### src/rth_defines.vh
// timing counts and state codes for the reset/test input handler
`ifndef RTH_DEFINES_VH
`define RTH_DEFINES_VH
// clock period in ns (125 MHz)
`define RTH_CLK_NS         8
// qualifying open time of the shared input, in ms
`define RTH_QUAL_MS        250
// monitoring open time after an output switch, in ms
`define RTH_MON_MS         200
// cycle counts of those times at the clock period, sized to the 25-bit open counter
`define RTH_QUAL_CYC       25'h1DCD650
`define RTH_MON_CYC        25'h17D7840
// self-test length in cycles, sized to its 5-bit counter
`define RTH_TEST_CYC       5'h10
// counter width
`define RTH_CNT_W          25
// one-hot state codes
`define RTH_ST_LOCK        5'h01
`define RTH_ST_LATCH       5'h02
`define RTH_ST_BLOCK       5'h04
`define RTH_ST_RUN         5'h08
`define RTH_ST_TEST        5'h10
`endif

### src/rth_open_timer.v
// open-interval timer for the shared reset/test input
`timescale 1ns/1ns
module rth_open_timer
(
    // clock and reset
    input  wire        ref_clk,
    input  wire        nrst,
    // sampled input, high while the switch is closed
    input  wire        closed,
    // thresholds in cycles
    input  wire [24:0] qual_lim,
    input  wire [24:0] mon_lim,
    // events
    output reg         qual_release,
    output reg         qual_reached,
    output reg         mon_reached
);
    reg [24:0] open_cnt;   // cycles the input has been open
    reg        qual_seen;  // current opening already qualified

    // count while open; report release after a qualifying opening
    always @(posedge ref_clk)
    begin
        if (!nrst)
        begin
            open_cnt     <= 25'h0000000;
            qual_seen    <= 1'b0;
            qual_release <= 1'b0;
            qual_reached <= 1'b0;
            mon_reached  <= 1'b0;
        end
        else if (closed)
        begin
            // short openings drop out here unreported
            qual_release <= qual_seen;
            qual_seen    <= 1'b0;
            open_cnt     <= 25'h0000000;
            qual_reached <= 1'b0;
            mon_reached  <= 1'b0;
        end
        else
        begin
            qual_release <= 1'b0;
            if (open_cnt != 25'h1FFFFFF)
                open_cnt <= open_cnt + 25'h0000001;
            qual_reached <= (open_cnt + 25'h0000001 == qual_lim);
            mon_reached  <= (open_cnt + 25'h0000001 == mon_lim);
            if (open_cnt + 25'h0000001 >= qual_lim)
                qual_seen <= 1'b1;
        end
    end
endmodule // rth_open_timer

### src/rth_handler.v
// system state control driven by the shared reset/test/monitor input
`timescale 1ns/1ns
`include "rth_defines.vh"
// Notes on behaviour
// - one input resets, tests and monitors
// - valid operation in run means test
// - valid operation in latch/lockout means reset
// - input low at power-up forces lockout
// - valid operation: open quarter second, close
// - open beyond quarter second in run: test
// - monitor open over 200 ms: test cycle
// - latch mode holds blocked until manual reset
module rth_handler
(
    // clock and reset
    input  wire       ref_clk,
    input  wire       nrst,
    // shared input, high when switch closed to supply
    input  wire       reset_test_in,
    // beam, mode, fault and self-test inputs
    input  wire       beams_clear,
    input  wire       latch_mode,
    input  wire       fault,
    input  wire       self_test_fail,
    // outputs
    output reg        safety_output_pair,
    output reg        self_test_run,
    output reg        lockout,
    output reg        latched,
    output reg        reset_event
);
    localparam [24:0] QUAL_LIM = `RTH_QUAL_CYC;  // quarter second
    localparam [24:0] MON_LIM  = `RTH_MON_CYC;   // monitor window
    localparam [4:0]  ST_LOCK  = `RTH_ST_LOCK;
    localparam [4:0]  ST_LATCH = `RTH_ST_LATCH;
    localparam [4:0]  ST_BLOCK = `RTH_ST_BLOCK;
    localparam [4:0]  ST_RUN   = `RTH_ST_RUN;
    localparam [4:0]  ST_TEST  = `RTH_ST_TEST;

    reg  [4:0] state;        // one-hot system state
    reg  [4:0] next_state;   // next state
    reg        pwr_up;       // first cycle after reset release
    reg  [4:0] test_cnt;     // self-test length count
    reg        mon_armed;    // outputs switched recently
    wire       qual_release; // valid operation completed
    wire       qual_reached; // open reached a quarter second
    wire       mon_reached;  // open reached monitor limit

    // true in the cycle that moves the machine into tgt from another state
    function entering;
        input [4:0] cur; // present state
        input [4:0] nxt; // decoded next state
        input [4:0] tgt; // state of interest
        begin
            entering = (cur != tgt) && (nxt == tgt);
        end
    endfunction

    // registered view of one state, kept low in the power-up cycle
    function shown;
        input       up;  // power-up cycle flag
        input [4:0] nxt; // decoded next state
        input [4:0] tgt; // state the output reports
        begin
            shown = !up && (nxt == tgt);
        end
    endfunction

    // open-time measurement on the shared input
    rth_open_timer u_timer
    (
        .ref_clk      (ref_clk),
        .nrst         (nrst),
        // one input serves reset, test and monitoring
        .closed       (reset_test_in),
        // thresholds are fixed cycle counts
        .qual_lim     (QUAL_LIM),
        .mon_lim      (MON_LIM),
        .qual_release (qual_release),
        .qual_reached (qual_reached),
        .mon_reached  (mon_reached)
    );

    // next state decode
    always @*
    begin
        next_state = state;
        case (state)
            ST_LOCK:
            begin
                // reset out of lockout only on a valid operation
                if (qual_release && !fault)
                    next_state = ST_BLOCK;
            end
            ST_LATCH:
            begin
                // a fault outranks the latch
                if (fault)
                    next_state = ST_LOCK;
                // manual reset needs the beams clear
                else if (qual_release && beams_clear)
                    next_state = ST_RUN;
            end
            ST_BLOCK:
            begin
                // outputs stay off while any beam is blocked
                if (fault)
                    next_state = ST_LOCK;
                // clear beams: run, or latch when latching
                else if (beams_clear)
                    next_state = latch_mode ? ST_LATCH : ST_RUN;
            end
            ST_RUN:
            begin
                // a fault or a blocked beam drops the outputs first
                if (fault)
                    next_state = ST_LOCK;
                else if (!beams_clear)
                    next_state = latch_mode ? ST_LATCH : ST_BLOCK;
                // an opening that reaches a quarter second is a test request
                else if (qual_reached)
                    next_state = ST_TEST;
                // monitoring contacts still open long after outputs went on
                else if (mon_reached && mon_armed)
                    next_state = ST_TEST;
            end
            ST_TEST:
            begin
                // a failed self-test or a fault locks out
                if (self_test_fail || fault)
                    next_state = ST_LOCK;
                // leave once the count ran out and the input closed
                else if (test_cnt == 5'h00 && reset_test_in)
                    next_state = ST_BLOCK;
            end
            default:
            begin
                // an illegal code falls back to the safe state
                next_state = ST_LOCK;
            end
        endcase
    end

    // state register and power-up check
    always @(posedge ref_clk)
    begin
        if (!nrst)
        begin
            // reset holds lockout until the input is looked at
            state  <= ST_LOCK;
            pwr_up <= 1'b1;
        end
        else
        begin
            pwr_up <= 1'b0;
            if (pwr_up)
            begin
                // input low or floating at power-up stays in lockout
                state <= reset_test_in ? ST_BLOCK : ST_LOCK;
            end
            else
            begin
                // normal operation follows the decode
                state <= next_state;
            end
        end
    end

    // self-test length and monitor window arming
    always @(posedge ref_clk)
    begin
        if (!nrst)
        begin
            // counters idle after reset
            test_cnt  <= 5'h00;
            mon_armed <= 1'b0;
        end
        else
        begin
            // load the self-test length on entry to the test cycle
            if (entering(state, next_state, ST_TEST))
                test_cnt <= `RTH_TEST_CYC;
            else if (test_cnt != 5'h00)
                test_cnt <= test_cnt - 5'h01;
            // arm on entry to run, where outputs switch on
            if (entering(state, next_state, ST_RUN))
                mon_armed <= 1'b1;
            // the first closed sample or leaving run ends the window
            else if (reset_test_in || state != ST_RUN)
                mon_armed <= 1'b0;
        end
    end

    // registered outputs
    always @(posedge ref_clk)
    begin
        if (!nrst)
        begin
            // reset shows lockout with both outputs off
            safety_output_pair <= 1'b0;
            self_test_run      <= 1'b0;
            lockout            <= 1'b1;
            latched            <= 1'b0;
            reset_event        <= 1'b0;
        end
        else
        begin
            // outputs on only in run; test drops them
            safety_output_pair <= shown(pwr_up, next_state, ST_RUN);
            // test cycle flag mirrors the state
            self_test_run      <= shown(pwr_up, next_state, ST_TEST);
            // power-up cycle reports the input level directly
            lockout            <= pwr_up ? !reset_test_in : (next_state == ST_LOCK);
            // latch indicator
            latched            <= shown(pwr_up, next_state, ST_LATCH);
            // one pulse when a valid operation actually leaves lock or latch
            reset_event        <= !pwr_up && qual_release &&
                                  ((state == ST_LOCK && next_state == ST_BLOCK) ||
                                   (state == ST_LATCH && next_state == ST_RUN));
        end
    end
endmodule // rth_handler

### config.mk
export PLATFORM = sky130hd
export DESIGN_NAME = rth_handler
export DESIGN_NICKNAME = d
export VERILOG_FILES = /design/src/rth_open_timer.v /design/src/rth_handler.v
export VERILOG_INCLUDE_DIRS = /design/src
export SDC_FILE = /design/constraint.sdc
export NUM_CORES = 1
export LEC_CHECK = 0
export ABC_AREA = 0
export BUFFER_PORTS_ARGS = -buffer_cell sky130_fd_sc_hd__buf_4
export CAP_MARGIN = 0
export CORE_MARGIN = 2
export CORE_UTILIZATION = 55
export DETAILED_ROUTE_END_ITERATION = 8
export PLACE_DENSITY = 0.69
export SLEW_MARGIN = 20
export SYNTH_ARGS = -nofsm -noshare
export SYNTH_HDL_FRONTEND = slang
export SYNTH_SLANG_ARGS = --single-unit
export TNS_END_PERCENT = 5
### constraint.sdc
create_clock -name ref_clk -period 3.14 [get_ports ref_clk]
set_input_delay 0 -clock ref_clk [delete_from_list [all_inputs] [get_ports ref_clk]]
set_output_delay 0 -clock ref_clk [all_outputs]
set_load 0.01 [all_outputs]
# After elaboration in Yosys (flattened, before gate mapping)
# Cells that the tools add are included.
totals:
  ff_bits: 46
  ramBits: 0
  inputBits: 7
  n_memories: 0
  word_cells: 82
  romBits: 0
  latch_bits: 0
  output_inout_bits: 5
op_classes:
  n_shift: 0
  add_sub_neg: 2
  n_mux: 22
  eq_ne: 15
  multipliers: 0
  div: 0
  bitwise_logic: 1
  reduce_logical: 26
  n_lt_le_gt_ge: 1
ops:
  columns: ["op", "count"]
  rows:
  - ["two-way mux 5 bit", 14]
  - ["== test 25 bit (second input constant)", 2]
  - ["adder 25 x 1 -> 25 bit (second input constant)", 1]
  - [">= comparator 25 bit (second input constant)", 1]
  - ["inequality test 25 bit (second input constant)", 1]
  - ["case mux 5 bit (5 select lines)", 1]
  - ["logical AND 1 bit", 13]
  - ["== test 5 x 1 -> 1 bit (second input constant)", 2]
  - ["== test 5 x 2 -> 1 bit (second input constant)", 2]
  - ["== test 5 x 3 -> 1 bit (second input constant)", 2]
  - ["== test 5 x 4 -> 1 bit (second input constant)", 2]
  - ["== test 5 bit (second input constant)", 2]
  - ["two-way mux 3 bit", 2]
  - ["zero test 5 bit", 1]
  - ["inequality test 5 x 4 -> 1 bit (second input constant)", 1]
  - ["inequality test 5 bit (second input constant)", 1]
  - ["nonzero test 5 bit", 1]
  - ["subtractor 5 x 1 -> 5 bit (second input constant)", 1]
  - ["two-way mux 1 bit", 4]
  - ["two-way mux 4 bit", 1]
  - ["nonzero test 2 bit", 2]
  - ["OR reduction 2 bit", 2]
  - ["zero test 1 bit", 3]
  - ["logical OR 1 bit", 3]
  - ["other kinds (2)", 2]

# Depth between registers and ports, before layout
# Gate-level depths: netlist (run 1).
depth:
  ltp_word: 10
  ltp_mapped: 9
  depth_no_buf: 8

# Cells and area by module
# Synthesis (run 1) repeated with hierarchy kept, for this count alone.
unflattened:
  hier_cells: 419
  hier_area_um2: 3422.0
modules_own_cells:
  columns: ["module", "area_each_um2", "instances", "seq_area_each_um2", "cells_each"]
  rows:
  - ["rth_open_timer", 2494.9, 1, 580.6, 313]
  - ["rth_handler", 927.1, 1, 340.3, 106]

# Worst setup path before layout (run 1)
# No wires, ideal clock.
synth_path:
  kind: "register to register"
  from: "register u_timer.open_cnt[0]"
  to: "register u_timer.qual_reached"
  synth_period_minus_slack_ps: 2205
  slack_ps: 935
  stages_incl_launch_ff: 10
  t_arrival_ps: 2117
  t_required_ps: 3052
  setup_ps: 88
  n_path_buf: 1
  path_cell_list: "dfxtp_1 ha_1 and3_1 buf_4 and4_1 nor3b_2 a311o_1 nor4b_2 nand3_1 nor4_2"
synth_via:
  elab_chain_len: 2
synth_rtl:
  columns: ["item", "line_no", "source"]
  rows:
  - ["start: declaration", "rth_open_timer.v:18", "reg [24:0] open_cnt;"]
  - ["start signal: assignment", "rth_open_timer.v:45", "open_cnt <= open_cnt + 25'h0000001;"]
  - ["adder 25 x 1 -> 25 bit", "rth_open_timer.v:46", "qual_reached <= (open_cnt + 25'h0000001 == qual_lim);"]
  - ["== test 25 bit", "rth_open_timer.v:46", null]
  - ["end signal: assignment", "rth_open_timer.v:46", null]
  - ["end: declaration", "rth_open_timer.v:15", "output reg qual_reached,"]
# No other way between the ends.
# A chain may end at the register's enable or synchronous reset.

# Worst setup path after layout (run 1)
layout_path:
  from: "register u_timer.open_cnt[1]"
  to: "register u_timer.open_cnt[0]"
layout_via:
  elab_chain_len: 1
layout_rtl:
  columns: ["item", "line_no", "source"]
  rows:
  - ["inequality test 25 bit", "rth_open_timer.v:44", "if (open_cnt != 25'h1FFFFFF)"]
# No other way between the ends.

==> out/qor.csv, run 1 <==
metric;value;unit
fin_nets;320;
yosysTopAreaCell;dfxtp_1;
reg.largest.list;u_timer.open_cnt (25), state (5), test_cnt (5);
seq_area;920.9;um2
crit_type;flip-flop to flip-flop;
whs_path_depth;3;
worstPathMaxFanout;18;
hpwl;3820;um
reg2reg_depth;9;
synth_top_area_share;36.73;%
numCtsBuffers;5;
syn_inst;300;
finalCriticalPeriod;2.766;ns
cts.htree.levels;2;
route.detailed.drc;0;
vias;2157;
yosysSeqAreaShare;36.73;%
via_per_inst;5.959;
hold_viol;0;
grt_max_degree;19;
grt-ovfl-total;0;
arrival;2.93;ns
routabilityCongestion;0.8778;
syn-num-nets;311;
startpoint_type;flip-flop;
status;finished clean;
core_area;4384;um2
syn_avg_cell_area;8.358;um2
cts.sinks;46;
post_cts_buffers;0;
maxSlewHeadroom;45.20;%
period_share;88.08;%
syn_area;2507;um2
cts-root-buf;clkbuf_8;
setup_tns;0;ns
setup_viol;0;
antenna_found_initial;0;
grt_pass1_vias;1947;
synthTopCellsByArea;dfxtp_1 37%, a21oi_1 7.0%, xnor2_1 5.6%;
worstMarginPinSlew;0.8013;ns
synth_edf_count;0;
multi_input_area;1445;um2
grtUsageTotal;21.44;%
die_area;5115;um2
grt_pass1_wl;8832;um
synth-async-reset-ratio;0;%
ys_top_cells_by_count;46 x dfxtp_1, 35 x a21oi_1, 25 x nor2_1;
required;3.31;ns
hp-class;input pin to flip-flop;
largest-register;u_timer.open_cnt;
syn2layout_area_growth;7.884;%
leakage;0.9387;nW
postRouteAntennaNets;0;
cts_resized;0;
setup_ws;0.3742;ns
start_util;57.19;%
ys_warn_count;0;
vdd_drop_max;0.3553;mV
largest_reg_flops;25;
wl_per_cell;14.44;um
power_density;451.7;nW/um2
hold_slack;0.05400;ns
p_total;0.001222;W
drive_gt1_share;10.32;%
nFillCells;395;
die_x;71.52;um
cts.clk_slew.worst_paths;0.08;ns
io_buffers;11;
synth.most_common_cell;dfxtp_1;
num_rows;24;
dp_slack;0.4272;ns
drv_cap;0;
pin_count;12;
drt-initial-drc-count;221;
synth-seq-cells;46;
worstSkewPairLatency;0.30;ns
ys_types;51;
die_h;71.52;um
cts_hold_buf;3;
grt_setup_unrepaired;no;
slew_viol_final;0;
synth_ff_type;dfxtp_1;
wirelength;5229;um
clock-skew-final;0.008878;ns
fmax;361.6;MHz
dr.pass1.iters;5;
cp-end-kind;flip-flop;
diodes;0;
cts_tree;done;
clockBufferDepth;2;
## cell families after synthesis
group           synth area share [%]
flops                          36.73
fa+ha+maj                      1.996
xor+xnor                       10.13
buf+inv                        5.638
compound gates                 15.67
simple gates                   29.04
mux                           0.7984
## final cells by class
| type | count | area share (%) |
|---|---|---|
| inverters | 12 | 1.665 |
| flip-flops and latches | 46 | 34.04 |
| repair buffers | 17 | 4.995 |
| well taps | 52 | 2.405 |
| clock buffers | 5 | 2.544 |
| multi-input cells | 227 | 53.42 |
| clock inverters | 3 | 0.9251 |
## worst max-delay path: stages (launching register included)
cell and delay, ns:
dfxtp_1 0.47, ha_1 0.36, and3_1 0.40, and4_1 0.35, nand3_1 0.19, nor2_1 0.19
nand3_1 0.20, buf_4 0.27, xnor2_1 0.15, nor2_1 0.05
## path summary, 6_finish.rpt
| kind | from | endpoint | slack, ns |
|---|---|---|---|
| setup / recovery | u_timer.open_cnt[1] | u_timer.open_cnt[0] | 0.37 |
| hold / removal | beams_clear | reset_event | 0.05 |
| setup reg to reg | u_timer.open_cnt[1] | u_timer.open_cnt[0] | 0.37 |
| hold reg to reg | u_timer.qual_seen | u_timer.qual_release | 0.50 |
## routing by layer
layer	GRT usage, %	wire (um)	vias up
met3	4.501	284	6
met5	0	0	-
li1	-	-	1102
met4	5.660	49	0
met2	32.10	2281	65
met1	31.45	2613	984
## power by group
part	leakage (nW)	internal (W)	switching [W]	total (W)
Sequential	0.373	0.000619	0.0000299	0.000649
Clock	0.0447	0.000161	0.000206	0.000367
Combinational	0.521	0.0000950	0.000110	0.000206
Total	0.939	0.000875	0.000347	0.00122
## metrics by stage
stage / util, % / cells / cell area (um2)
after global placement: 58.88 / 351 / 2581
after detailed placement: 58.88 / 351 / 2581
after CTS: 61.70 / 362 / 2705
final: 61.70 / 362 / 2705
after floorplan: - / 300 / 2507
after global routing: 61.70 / 362 / 2705
## cells in the final DEF (no fill, tap or decap), drive strengths merged, types with 4 or more instances in the layout
cell / netlist / layout
and4: 5 / 5
nor4: 5 / 5
nand4: 13 / 13
o21ai: 9 / 9
inv: 12 / 13
xnor2: 16 / 16
dfxtp: 46 / 46
buf: 13 / 14
nand3b: 4 / 4
ha: 4 / 4
nand2: 19 / 19
clkbuf: 2 / 5
nand2b: 7 / 7
a21oi: 35 / 35
nor3: 14 / 14
nand3: 15 / 15
nor2: 25 / 25
and3: 6 / 6
xor2: 13 / 13
No activity file was read; power rests on OpenSTA's default activity.
==> run 2, diff against run 1 <==
- CORE_MARGIN: 2 -> 5
- PLACE_DENSITY: 0.69 -> 0.71
==> out/qor.csv, run 2 (same netlist as run 1, synthesis figures left out) <==
metric;value;unit;change
status;finished clean;;
cts_tree;done;;
clockBufferDepth;2;;unchanged
cts.htree.levels;2;;unchanged
required;3.36;ns;+0.05 ns
largest-register;u_timer.open_cnt;;
critPathMaxStageDelay;0.49;ns;+0.02 ns
p_total;0.001215;W;-0.56%
setup_tns;0;ns;unchanged
slew_viol_final;0;;unchanged
leakage;0.9381;nW;about the same
vias;2128;;-1.3%
die_h;77.52;um;+8.4%
met2_usage;24.83;%;-7.3 points
grt_max_degree;29;;+10
finalCriticalPeriod;2.693;ns;-0.07231 ns
clock-skew-final;0.005446;ns;-0.003432 ns
reg.largest.list;u_timer.open_cnt (25), state (5), test_cnt (5);;
route.detailed.drc;0;;unchanged
syn2layout_area_growth;7.734;%;
hp-class;input pin to flip-flop;;
via_per_inst;5.878;;-1.3%
power_density;449.8;nW/um2;-0.42%
crit_path_top_delay_cell;a2111oi_0;;
antenna_found_initial;0;;unchanged
r2r_slack;0.45;ns;+0.07 ns
diodes;0;;unchanged
io_buffers;11;;unchanged
worstPathCellList;ha_1 -> and3_1 -> nand2_1 -> nor2_1 -> xnor2_1 -> a2111oi_0 -> nand3_1 -> nor4_2;;
crit_type;flip-flop to flip-flop;;
largest_reg_flops;25;;unchanged
grtUsageTotal;17.96;%;-3.5 points
met3_usage;4.745;%;+0.24 points
routabilityCongestion;0.9245;;+5.3%
drv_cap;0;;unchanged
fmax;371.3;MHz;+2.7%
whs_path_depth;3;;unchanged
die_area;6009;um2;+17%
wirelength;5242;um;+0.25%
cp-end-kind;flip-flop;;
period_share;85.78;%;-2.3 points
numCtsBuffers;5;;unchanged
dr.pass1.iters;4;;-1
start_util;57.19;%;unchanged
setup_viol;0;;unchanged
layout_commonest_cell;dfxtp_1;;
grt_pass1_wl;8956;um;+1.4%
drive_gt1_share;10.32;%;unchanged
drt-initial-drc-count;151;;-32%
worstPathMaxFanout;10;;-8
cts-root-buf;clkbuf_8;;
wl_per_cell;14.48;um;+0.25%
vdd_drop_max;0.4821;mV;+36%
cts.clk_slew.worst_paths;0.09;ns;about the same
maxSlewHeadroom;40.61;%;-4.6 points
worstMarginPinSlew;0.8684;ns;+0.06708 ns
cts.sinks;46;;unchanged
grt_setup_unrepaired;no;;
grt_use_met1;27.14;%;-4.3 points
hold_viol;0;;unchanged
startpoint_type;flip-flop;;
num_rows;24;;unchanged
die_x;77.52;um;+8.4%
arrival;2.92;ns;about the same
r2r-end;u_timer.qual_reached;;
worstSkewPairLatency;0.30;ns;about the same
nFillCells;385;;-2.5%
core_area;4384;um2;unchanged
grt_pass1_vias;1928;;-0.98%
r2r-start;u_timer.open_cnt[0];;
top_usage_layer;met1;;
postRouteAntennaNets;0;;unchanged
pin_count;12;;unchanged
fin_nets;320;;unchanged
reg2reg_depth;8;;-1
hpwl;3769;um;-1.3%
grt-ovfl-total;0;;unchanged
final_cell_mix;46 x dfxtp_1, 35 x a21oi_1, 25 x nor2_1;;
min_to;reset_event;;
hp-start;beams_clear;;
## run 2: cell types whose count changed in the layout (fill, tap and decap cells not counted), sizes merged
cell    previous run  this run
clkinv             1         2
inv               13        12
## run 2: cell type report
class	instances	area [um2]	area share (%)
multi-input combinational	227	1445	53.50
sequential	46	920.9	34.09
timing repair buffer	17	135.1	5.002
clock buffer	5	68.82	2.547
tap	52	65.06	2.409
inverter	12	45.04	1.667
clock inverter	3	21.27	0.7874
## run 2: layer usage
metal	up-vias	share of wire [%]
met5	-	0
met4	0	1.2
met3	5	4.6
met2	53	41
met1	978	53
li1	1092	-
## run 2: critical path, delay by kind of cell (launching register included)
| kind | cells | cell delay (ns) |
|---|---|---|
| DFF | 1 | 0.47 |
| adders and majority gates | 1 | 0.35 |
| xor gates and xnor gates | 1 | 0.14 |
| and+or+nand+nor | 5 | 1.18 |
| AOI/OAI and AO/OA | 1 | 0.49 |
## run 2: worst max-delay path by stage
| stage | startpoint | endpoint | slack, ns | depth (start not counted) |
|---|---|---|---|---|
| after global placement | u_timer.open_cnt[0] | u_timer.qual_seen | 0.68 | 8 |
| after detailed placement | u_timer.open_cnt[0] | u_timer.qual_reached | 0.54 | 8 |
| after floorplan | u_timer.open_cnt[0] | u_timer.qual_reached | 0.93 | 9 |
| after CTS | u_timer.open_cnt[0] | u_timer.qual_reached | 0.52 | 8 |
| final | u_timer.open_cnt[0] | u_timer.qual_reached | 0.45 | 8 |
| after global routing | u_timer.open_cnt[0] | u_timer.qual_reached | 0.19 | 8 |
## run 2: repair_timing
| action | 4_1_cts | 5_1_grt |
|---|---|---|
| hold buffers | 3 | 0 |
| endpoints found under the hold margin | 6 | 0 |
| setup endpoints to repair | 0 | 0 |
| setup buffers | 0 | 0 |
| gates resized for setup | 0 | 0 |
## run 2: power breakdown
| part | switching, W | internal, W | total [W] |
|---|---|---|---|
| sequential | 0.0000280 | 0.000619 | 0.000647 |
| combinational | 0.000111 | 0.0000949 | 0.000206 |
| clock | 0.000206 | 0.000156 | 0.000362 |
## run 2: stage by stage
stage / instances / hold WS [ns] / util [%] / worst slack, ns / area [um2]
floorplan: 300 / 0.07851 / - / 0.9349 / 2507
global placement: 351 / 0.2196 / 58.88 / 0.6815 / 2581
detailed placement: 351 / 0.2225 / 58.88 / 0.5391 / 2581
CTS: 362 / 0.04150 / 61.62 / 0.5240 / 2701
global route: 362 / 0.06136 / 61.62 / 0.1856 / 2701
finish: 362 / 0.05527 / 61.62 / 0.4466 / 2701
